===== config.mk =====
export PLATFORM = sky130hd
export DESIGN_NAME = vicwt_ctrl
export DESIGN_NICKNAME = d
export VERILOG_FILES = /design/src/hw/vicwt_pkg.sv /design/src/hw/vicwt_ctrl.sv
export SDC_FILE = /design/constraint.sdc
export NUM_CORES = 1
export LEC_CHECK = 0
export ABC_AREA = 1
export BUFFER_PORTS_ARGS = -buffer_cell sky130_fd_sc_hd__buf_2
export CORE_MARGIN = 2
export CORE_UTILIZATION = 60
export DETAILED_ROUTE_END_ITERATION = 10
export PLACE_DENSITY = 0.82
export SLEW_MARGIN = 10
export SYNTH_ARGS = -nofsm -noshare
export SYNTH_HDL_FRONTEND = slang
export SYNTH_SLANG_ARGS = --single-unit

===== constraint.sdc =====
create_clock -name clk_in -period 25.6 [get_ports clk_in]
set_clock_uncertainty 0.2 [all_clocks]
set_input_delay 2.56 -clock clk_in [delete_from_list [all_inputs] [get_ports clk_in]]
set_output_delay 2.56 -clock clk_in [all_outputs]
set_load 0.01 [all_outputs]

===== src/hw/vicwt_pkg.sv =====
// Constants, types and register map of the vectored interrupt controller
package vicwt_pkg;
  // Sizes
  localparam int NUM_SRC = 16;
  localparam int NUM_EXT = 5;
  localparam int NUM_PER = NUM_SRC - NUM_EXT;
  localparam int PRIO_W = 3;
  localparam int LEVEL_W = 4;
  localparam int IDX_W = 4;
  localparam int ADDR_W = 4;
  localparam int DATA_W = 16;
  localparam int VEC_W = 24;
  localparam int PRIO_PER_REG = 4;
  localparam int PRIO_STRIDE = 4;
  // Register indices on the plain register port
  localparam logic [ADDR_W-1:0] ADDR_FLAG = 4'h0;
  localparam logic [ADDR_W-1:0] ADDR_ENABLE = 4'h1;
  localparam logic [ADDR_W-1:0] ADDR_PRIO0 = 4'h2;
  localparam logic [ADDR_W-1:0] ADDR_PRIO3 = 4'h5;
  localparam logic [ADDR_W-1:0] ADDR_STATUS = 4'h6;
  localparam logic [ADDR_W-1:0] ADDR_CORE = 4'h7;
  localparam logic [ADDR_W-1:0] ADDR_CTRL1 = 4'h8;
  localparam logic [ADDR_W-1:0] ADDR_CTRL2 = 4'h9;
  // Field positions
  localparam int STAT_IPL_LSB = 5;
  localparam int CORE_MSB_BIT = 3;
  localparam int CTRL1_NEST_BIT = 15;
  localparam logic [DATA_W-1:0] STAT_PLAIN_MASK = 16'h010f;
  // Reset values and levels
  localparam logic [DATA_W-1:0] REG_RESET = 16'h0000;
  localparam logic [NUM_SRC-1:0] FLAG_RESET = 16'h0000;
  localparam logic [PRIO_W-1:0] PRIO_ZERO = 3'h0;
  localparam logic [PRIO_W-1:0] PRIO_TOP = 3'h7;
  localparam logic [NUM_EXT-1:0] POL_RESET = 5'h00;
  // Vector table layout in program memory
  localparam logic [VEC_W-1:0] VEC_BASE = 24'h000014;
  localparam logic [VEC_W-1:0] VEC_STRIDE = 24'h000002;

  typedef enum logic [2:0] {
    ST_IDLE = 3'b000,
    ST_SAVE = 3'b001,
    ST_VEC = 3'b010,
    ST_LOAD = 3'b011,
    ST_POP_HI = 3'b100,
    ST_POP_LO = 3'b101,
    ST_REFETCH = 3'b110
  } vicwt_state_t;

  typedef struct packed {
    logic wr;
    logic rd;
    logic [ADDR_W-1:0] addr;
    logic [DATA_W-1:0] wdata;
  } vicwt_bus_t;

  typedef struct packed {
    logic [7:0] status_low;
    logic prio_msb;
  } vicwt_ctx_t;
endpackage


===== src/hw/vicwt_ctrl.sv =====
// Interrupt controller: flags, priorities, wake, entry and return sequencing
//
// The strobed register port and the address map were left to the implementer.
`timescale 1ns/1ps
`default_nettype none
module vicwt_ctrl
  import vicwt_pkg::*;
(
  input wire logic clk_in,
  input wire logic rst_n_in,
  input wire vicwt_bus_t bus_in,
  output logic [DATA_W-1:0] rdata_out,
  input wire logic [NUM_EXT-1:0] ext_pin_in,
  input wire logic [NUM_PER-1:0] periph_evt_in,
  input wire logic sleep_in,
  input wire logic ret_instr_in,
  input wire vicwt_ctx_t pop_ctx_in,
  output logic wake_out,
  output logic resume_out,
  output logic int_req_out,
  output logic ctx_save_out,
  output vicwt_ctx_t ctx_out,
  output logic vec_fetch_out,
  output logic [VEC_W-1:0] vec_addr_out,
  output logic isr_load_out,
  output logic nop_exec_out,
  output logic pop_hi_out,
  output logic pop_lo_out,
  output logic ret_fetch_out,
  output logic adc_trigger_out
);
  vicwt_state_t state_r;
  logic [NUM_SRC-1:0] flags_r;
  logic [NUM_SRC-1:0] enable_r;
  logic [PRIO_W-1:0] prio_r [NUM_SRC];
  logic [DATA_W-1:0] status_r;
  logic core_msb_r;
  logic nest_dis_r;
  logic [NUM_EXT-1:0] pol_r;
  logic [NUM_EXT-1:0] sync1_r;
  logic [NUM_EXT-1:0] sync2_r;
  logic [NUM_EXT-1:0] prev_r;
  logic [NUM_EXT-1:0] ext_edge;
  logic [NUM_SRC-1:0] set_vec;
  logic [NUM_SRC-1:0] pend;
  logic [NUM_SRC-1:0] wake_src;
  logic [PRIO_W-1:0] best_prio;
  logic [IDX_W-1:0] best_idx;
  logic [PRIO_W-1:0] sel_prio_r;
  logic [IDX_W-1:0] sel_idx_r;
  logic [LEVEL_W-1:0] cpu_level;
  logic [PRIO_W-1:0] ipl_low;
  logic any_wake;
  logic req_hit;
  logic start_entry;
  logic start_ret;
  logic [DATA_W-1:0] rd_mux;
  logic flag_we;
  logic stat_we;
  logic core_we;

  // Bus write decode
  assign flag_we = bus_in.wr && (bus_in.addr == ADDR_FLAG);
  assign stat_we = bus_in.wr && (bus_in.addr == ADDR_STATUS);
  assign core_we = bus_in.wr && (bus_in.addr == ADDR_CORE);

  // Level composed from top bit and status bits
  assign ipl_low = status_r[STAT_IPL_LSB +: PRIO_W];
  assign cpu_level = {core_msb_r, ipl_low};

  // Pin synchroniser and edge detector, one per external pin
  genvar g;
  generate
    for (g = 0; g < NUM_EXT; g++) begin : g_ext
      always_ff @(posedge clk_in) begin
        if (!rst_n_in) begin
          sync1_r[g] <= 1'b0;
          sync2_r[g] <= 1'b0;
          prev_r[g] <= 1'b0;
        end else begin
          sync1_r[g] <= ext_pin_in[g];
          sync2_r[g] <= sync1_r[g];
          prev_r[g] <= sync2_r[g];
        end
      end
      // Polarity set selects falling edge
      assign ext_edge[g] = pol_r[g] ? (prev_r[g] & ~sync2_r[g]) :
                                      (~prev_r[g] & sync2_r[g]);
    end
  endgenerate

  // Natural order: pins take vectors 0..4, peripherals follow
  assign set_vec = {periph_evt_in, ext_edge};

  // Converter trigger shares pin zero detector and its polarity
  always_ff @(posedge clk_in) begin
    if (!rst_n_in) begin
      adc_trigger_out <= 1'b0;
    end else begin
      adc_trigger_out <= ext_edge[0];
    end
  end

  // Sticky flags; an event beats a same-cycle software clear
  always_ff @(posedge clk_in) begin
    if (!rst_n_in) begin
      flags_r <= FLAG_RESET;
    end else begin
      flags_r <= (flag_we ? bus_in.wdata : flags_r) | set_vec;
    end
  end

  // Enable register
  always_ff @(posedge clk_in) begin
    if (!rst_n_in) begin
      enable_r <= FLAG_RESET;
    end else if (bus_in.wr && (bus_in.addr == ADDR_ENABLE)) begin
      enable_r <= bus_in.wdata;
    end
  end

  // Priority fields, four sources to a register word
  generate
    for (g = 0; g < NUM_SRC; g++) begin : g_prio
      localparam logic [ADDR_W-1:0] REG_IDX =
        ADDR_PRIO0 + ADDR_W'(g / PRIO_PER_REG);
      localparam int FLD_LSB = (g % PRIO_PER_REG) * PRIO_STRIDE;
      always_ff @(posedge clk_in) begin
        if (!rst_n_in) begin
          prio_r[g] <= PRIO_ZERO;
        end else if (bus_in.wr && (bus_in.addr == REG_IDX)) begin
          prio_r[g] <= bus_in.wdata[FLD_LSB +: PRIO_W];
        end
      end
      assign pend[g] = flags_r[g] & enable_r[g];
      // Priority zero means disabled, even for wake
      assign wake_src[g] = pend[g] & (prio_r[g] != PRIO_ZERO);
    end
  endgenerate

  assign any_wake = |wake_src;

  // Highest priority wins; scanning downward makes ties go low
  always_comb begin
    best_prio = PRIO_ZERO;
    best_idx = '0;
    for (int i = NUM_SRC - 1; i >= 0; i--) begin
      if (wake_src[i] && (prio_r[i] >= best_prio)) begin
        best_prio = prio_r[i];
        best_idx = IDX_W'(i);
      end
    end
  end

  // Strictly above level; level 7 or more blocks all user sources
  assign req_hit = any_wake &&
    ({1'b0, best_prio} > cpu_level);
  assign start_entry = (state_r == ST_IDLE) && req_hit;
  assign start_ret = (state_r == ST_IDLE) && !req_hit && ret_instr_in;

  // Control registers: nesting disable and pin polarities
  always_ff @(posedge clk_in) begin
    if (!rst_n_in) begin
      nest_dis_r <= 1'b0;
      pol_r <= POL_RESET;
    end else begin
      if (bus_in.wr && (bus_in.addr == ADDR_CTRL1)) begin
        nest_dis_r <= bus_in.wdata[CTRL1_NEST_BIT];
      end
      if (bus_in.wr && (bus_in.addr == ADDR_CTRL2)) begin
        pol_r <= bus_in.wdata[NUM_EXT-1:0];
      end
    end
  end

  // Status word; sequencer updates override a same-cycle write
  always_ff @(posedge clk_in) begin
    if (!rst_n_in) begin
      status_r <= REG_RESET;
    end else begin
      if (stat_we) begin
        status_r <= (bus_in.wdata & STAT_PLAIN_MASK) |
                    (status_r & ~STAT_PLAIN_MASK);
        if (!nest_dis_r) begin
          status_r[STAT_IPL_LSB +: PRIO_W] <=
            bus_in.wdata[STAT_IPL_LSB +: PRIO_W];
        end
      end
      if (state_r == ST_VEC) begin
        // Without nesting every routine runs at level 7
        status_r[STAT_IPL_LSB +: PRIO_W] <=
          nest_dis_r ? PRIO_TOP : sel_prio_r;
      end
      if (state_r == ST_POP_HI) begin
        status_r[7:0] <= pop_ctx_in.status_low;
      end
    end
  end

  // Level top bit: software may only clear it
  always_ff @(posedge clk_in) begin
    if (!rst_n_in) begin
      core_msb_r <= 1'b0;
    end else if (state_r == ST_POP_HI) begin
      core_msb_r <= pop_ctx_in.prio_msb;
    end else if (core_we && !bus_in.wdata[CORE_MSB_BIT]) begin
      core_msb_r <= 1'b0;
    end
  end

  // Entry and return sequencer. The flag-set cycle is entry cycle 1,
  // so a two-cycle instruction finishes inside cycles 1 and 2.
  always_ff @(posedge clk_in) begin
    if (!rst_n_in) begin
      state_r <= ST_IDLE;
      sel_prio_r <= PRIO_ZERO;
      sel_idx_r <= '0;
    end else begin
      case (state_r)
        ST_IDLE: begin
          if (start_entry) begin
            state_r <= ST_SAVE;
            sel_prio_r <= best_prio;
            sel_idx_r <= best_idx;
          end else if (start_ret) begin
            state_r <= ST_POP_HI;
          end
        end
        ST_SAVE: state_r <= ST_VEC;
        ST_VEC: state_r <= ST_LOAD;
        ST_LOAD: state_r <= ST_IDLE;
        ST_POP_HI: state_r <= ST_POP_LO;
        ST_POP_LO: state_r <= ST_REFETCH;
        ST_REFETCH: state_r <= ST_IDLE;
        default: state_r <= ST_IDLE;
      endcase
    end
  end

  // Registered strobes to the core, one per sequence cycle
  always_ff @(posedge clk_in) begin
    if (!rst_n_in) begin
      ctx_save_out <= 1'b0;
      vec_fetch_out <= 1'b0;
      isr_load_out <= 1'b0;
      nop_exec_out <= 1'b0;
      pop_hi_out <= 1'b0;
      pop_lo_out <= 1'b0;
      ret_fetch_out <= 1'b0;
      ctx_out <= '0;
      vec_addr_out <= VEC_BASE;
    end else begin
      ctx_save_out <= start_entry;
      vec_fetch_out <= (state_r == ST_SAVE);
      isr_load_out <= (state_r == ST_VEC);
      nop_exec_out <= start_entry || (state_r == ST_VEC) ||
                      (state_r == ST_POP_LO);
      pop_hi_out <= start_ret;
      pop_lo_out <= (state_r == ST_POP_HI);
      ret_fetch_out <= (state_r == ST_POP_LO);
      if (start_entry) begin
        ctx_out.status_low <= status_r[7:0];
        ctx_out.prio_msb <= core_msb_r;
      end
      if (state_r == ST_SAVE) begin
        vec_addr_out <= VEC_BASE + VEC_STRIDE * VEC_W'(sel_idx_r);
      end
    end
  end

  // Wake, resume and request indications
  always_ff @(posedge clk_in) begin
    if (!rst_n_in) begin
      wake_out <= 1'b0;
      resume_out <= 1'b0;
      int_req_out <= 1'b0;
    end else begin
      wake_out <= any_wake;
      // Woken but not above level: continue after power-save
      resume_out <= sleep_in && any_wake && !req_hit;
      int_req_out <= req_hit;
    end
  end

  // Read multiplexer; unmapped indices read as zero
  always_comb begin
    rd_mux = REG_RESET;
    case (bus_in.addr)
      ADDR_FLAG: rd_mux = flags_r;
      ADDR_ENABLE: rd_mux = enable_r;
      ADDR_STATUS: rd_mux = status_r;
      ADDR_CORE: rd_mux[CORE_MSB_BIT] = core_msb_r;
      ADDR_CTRL1: rd_mux[CTRL1_NEST_BIT] = nest_dis_r;
      ADDR_CTRL2: rd_mux[NUM_EXT-1:0] = pol_r;
      default: begin
        if (bus_in.addr >= ADDR_PRIO0 && bus_in.addr <= ADDR_PRIO3) begin
          for (int j = 0; j < PRIO_PER_REG; j++) begin
            rd_mux[j*PRIO_STRIDE +: PRIO_W] =
              prio_r[(int'(bus_in.addr - ADDR_PRIO0) * PRIO_PER_REG) + j];
          end
        end
      end
    endcase
  end

  // Read data valid in the cycle after the strobe only
  always_ff @(posedge clk_in) begin
    if (!rst_n_in) begin
      rdata_out <= REG_RESET;
    end else begin
      rdata_out <= bus_in.rd ? rd_mux : REG_RESET;
    end
  end

  // Any tied pending source below the winner would break natural order
  generate
    for (g = 0; g < NUM_SRC; g++) begin : g_tie

    end
  endgenerate
endmodule
`default_nettype wire


==> results.sh <==
export IMPL_numCtsBuffers=17
export IMPL_clk_pin_slew_worst_paths_ns=0.07
export IMPL_post_synth_top_count_cell="sky130_fd_sc_hd__nand2_1"
export IMPL_post_cts_setup_buffers=0
export IMPL_peak_supply_drop_mv=0.0514
export IMPL_p_leak_nw=4.85
export IMPL_cts_hold_buffers_added=0
export IMPL_run_status="finished clean"
export IMPL_detail_route_iter0_violations=954
export IMPL_rr_endpoint="sel_idx_r[2]$_SDFFE_PN0P_"
export IMPL_report_final_setup_viol=0
export IMPL_met3_length_um=2530
export IMPL_fp_coreArea_um2=14400
export IMPL_path_buf_inv=23
export IMPL_htree_levels=4
export IMPL_dpl_worst_slack_ns=8.02
export IMPL_layout_drive_gt1_share=0.162
export IMPL_synthDominantCellAreaShare=0.262
export IMPL_grt_setup_unrepaired="no"
export IMPL_io_pin_count=111
export IMPL_number_of_antenna_violations_at_the_first_check_in_global_routing=0
export IMPL_worst_ep_arrival_time_ns=18.02
export IMPL_timing_max_slew_rel_slack=0.265
export IMPL_grt_max_degree=78
export IMPL_timing_worst_setup_path_type="reg -> reg"
export IMPL_kind_of_cell_adding_the_most_delay_to_the_critical_path="simple AND/OR/NAND/NOR gates"
export IMPL_syn_to_final_growth_pct=13.6
export IMPL_fin_crit_ns=17.87
export IMPL_crit_slowest_cell="sky130_fd_sc_hd__dfxtp_1"
export IMPL_post_synth_edffs=48
export IMPL_rows=44
export IMPL_dp_hpwl_um=17600
export IMPL_crit_path_capture_type="register"
export IMPL_cts_repair_resized=0
export IMPL_critical_path_most_common_cell="sky130_fd_sc_hd__nand2_1"
export IMPL_ant_nets=0
export IMPL_floorplan_die_width_um=125
export IMPL_syn_area_um2=8720
export IMPL_fin_setup_tns_ns=0
export IMPL_worst_hold_path_num_cells=2
export IMPL_yosys_top_cells_area="sky130_fd_sc_hd__dfxtp_1 (26%), sky130_fd_sc_hd__edfxtp_1 (17%), sky130_fd_sc_hd__nand2_1 (8.7%)"
export IMPL_clkLatencyLatePin_ns=0.44
export IMPL_flops_latches_synth=162
export IMPL_grt_util_all_layers=0.307
export IMPL_asyncSetResetFlopFracSynth=0
export IMPL_fmax_mhz=56.0
export IMPL_route_detailed_vias_per_inst=5.79
export IMPL_drt_first_pass_iters=6
export IMPL_postRouteWirelength_um=23800
export IMPL_post_synth_cell_area_avg_um2=7.67
export IMPL_count_of_different_cell_masters_after_synthesis=44
export IMPL_holdCritPathClass="reg -> reg"
export IMPL_nNetsFinal=1300
export IMPL_worstPathRequired_ns=25.75
export IMPL_tritoncts_num_sinks=162
export IMPL_synth_warning_count=0
export IMPL_min_delay_worst_endpoint="sync2_r[1]$_SDFF_PN0_"
export IMPL_max_clock_path_buffers=2
export IMPL_tritoncts="yes"
export IMPL_finalMaxSlewViolations=0
export IMPL_regToRegStartpoint="enable_r[15]$_SDFFE_PN0P_"
export IMPL_route_vias_total=8222
export IMPL_layout_filler_cells=1153
export IMPL_crit_path_start_kind="register"
export IMPL_globalRouteOverflowTotal=0
export IMPL_max_stage_delay_ns=0.36
export IMPL_insertedDiodeCount=0
export IMPL_grt_pass1_vias=7544
export IMPL_first_pass_grt_wire_length_um=37900
export IMPL_timing_hold_worst_start="sync1_r[1]$_SDFF_PN0_"
export IMPL_synth_main_ff_cell="sky130_fd_sc_hd__dfxtp_1"
export IMPL_chipHeight_um=125
export IMPL_placement_io_buffers=91
export IMPL_met2_length_um=10800
export IMPL_finalCritPeriodShare=0.698
export IMPL_report_final_hold_viol_count=0
export IMPL_ys_top_cells_by_count="sky130_fd_sc_hd__nand2_1 (201), sky130_fd_sc_hd__inv_1 (195), sky130_fd_sc_hd__dfxtp_1 (114), sky130_fd_sc_hd__nor2_1 (102), sky130_fd_sc_hd__o21ai_0 (96)"
export IMPL_max_cap_violations=0
export IMPL_worstMarginPinSlew_ns=1.10
export IMPL_route_layer_met1_wl_um=9710
export IMPL_synth_sequential_area_ratio=0.427
export IMPL_synth_cells=1136
export IMPL_rr_worst_depth=141
export IMPL_synth_top_area_cell="sky130_fd_sc_hd__dfxtp_1"
export IMPL_drc=0
export IMPL_initial_core_util=0.607
export IMPL_gp_congestion=1.04
export IMPL_post_drt_wl_per_cell_um=16.8
export IMPL_die_area_um2=15500
export IMPL_power_density_nw_per_um2=69.2
export IMPL_final_setup_worst_slack_ns=7.73
export IMPL_worst_r2r_setup_slack_ns=7.73
export IMPL_crit_path_max_fanout=19
export IMPL_cts_root_buf="sky130_fd_sc_hd__clkbuf_16"
export IMPL_dr_max_layer_used="met4"
-- cells in the final DEF, fill, tap and decap left out, types with 5 or more instances in the layout --
cell type and count:
sky130_fd_sc_hd__inv_1 195, sky130_fd_sc_hd__a21oi_1 78, sky130_fd_sc_hd__conb_1 19, sky130_fd_sc_hd__a221oi_1 5, sky130_fd_sc_hd__nand3_1 37, sky130_fd_sc_hd__clkbuf_16 19
sky130_fd_sc_hd__a31oi_1 22, sky130_fd_sc_hd__o2111ai_1 11, sky130_fd_sc_hd__buf_4 9, sky130_fd_sc_hd__edfxtp_1 48, sky130_fd_sc_hd__nand4_1 11, sky130_fd_sc_hd__nor2_1 102
sky130_fd_sc_hd__o22ai_1 9, sky130_fd_sc_hd__dfxtp_1 114, sky130_fd_sc_hd__nor4_1 5, sky130_fd_sc_hd__nand2_4 6, sky130_fd_sc_hd__buf_2 91, sky130_fd_sc_hd__ha_1 26
sky130_fd_sc_hd__nand2_1 201, sky130_fd_sc_hd__o21a_1 10, sky130_fd_sc_hd__a311oi_1 5, sky130_fd_sc_hd__nand3_2 17, sky130_fd_sc_hd__nand3_4 9, sky130_fd_sc_hd__o21ai_0 96
sky130_fd_sc_hd__a22oi_1 9, sky130_fd_sc_hd__nand2_2 29, sky130_fd_sc_hd__nor3_1 7
-- metal layers --
layer | vias to the layer above | global-route usage
met3 | 70 | 0.0666
met1 | 3795 | 0.412
li1 | 3908 | -
met4 | 0 | 0.129
met2 | 449 | 0.483
met5 | - | 0
-- where the power goes --
group          total (W)  internal (W)  switching (W)
sequential      0.000302      0.000286      0.0000158
combinational   0.000116     0.0000379      0.0000781
clock           0.000267      0.000159       0.000108
total           0.000685      0.000483       0.000202
-- layout make-up --
cell class	count	area [um^2]	area share
clock buffer	20	489	0.0494
clock inverter	12	140	0.0142
inverter	199	747	0.0754
multi-input combinational	743	4050	0.409
sequential	162	3720	0.376
tap	184	230	0.0232
timing repair buffer	100	523	0.0528
-- through the flow --
| step | cells | hold slack, ns | power, W | area, um^2 | util |
|---|---|---|---|---|---|
| after floorplan | 1154 | 0.190 | 0.000383 | 8780 | - |
| after global placement | 1388 | 0.193 | 0.000416 | 9270 | 0.645 |
| after detailed placement | 1388 | 0.203 | 0.000419 | 9270 | 0.645 |
| after CTS | 1420 | 0.223 | 0.000682 | 9900 | 0.689 |
| after global routing | 1420 | 0.234 | 0.000709 | 9900 | 0.689 |
| final | 1420 | 0.216 | 0.000685 | 9900 | 0.689 |
-- kinds of logic (layout without fill, tap and decap cells) --
kind of cell    count (synthesis)  count (layout)  share of synthesized area
simple gates                  431             431                      0.239
compound gates                266             266                      0.180
buf+inv                       249             331                      0.116
flops                         162             162                      0.427
fa+ha+maj                      26              26                     0.0373
other cells                     1              19                   0.000430
xor+xnor                        1               1                    0.00100
-- registers in the layout, summed over array words and instances, names as in the netlist, 3 cells and up --
register,cells
prio_r,48
pol_r,5
sel_idx_r,4
sync2_r,5
status_r,9
state_r,3
sync1_r,5
sel_prio_r,3
rdata_out,16
enable_r,16
ctx_out,9
vec_addr_out,5
flags_r,16
prev_r,5
-- worst max-delay path by stage --
stage / from / endpoint / slack (ns) / cells after the start
final: enable_r[15]$_SDFFE_PN0P_ / sel_idx_r[2]$_SDFFE_PN0P_ / 7.73 / 141
after floorplan: flags_r[15]$_SDFF_PN0_ / sel_idx_r[2]$_SDFFE_PN0P_ / 9.85 / 138
after CTS: enable_r[15]$_SDFFE_PN0P_ / sel_idx_r[2]$_SDFFE_PN0P_ / 7.89 / 141
after detailed placement: flags_r[15]$_SDFF_PN0_ / sel_idx_r[2]$_SDFFE_PN0P_ / 8.02 / 139
after global routing: flags_r[15]$_SDFF_PN0_ / sel_idx_r[2]$_SDFFE_PN0P_ / 5.72 / 143
after global placement: flags_r[15]$_SDFF_PN0_ / sel_idx_r[2]$_SDFFE_PN0P_ / 8.60 / 138
-- worst reg2reg max path: cells and delay by family (launching register included) --
family | cells | cell delay, ns
compound gates | 37 | 5.10
simple gates | 65 | 5.84
flops | 1 | 0.36
fa+ha+maj | 16 | 4.46
buf+inv | 23 | 1.82
No activity file was read; power rests on OpenSTA's default activity.
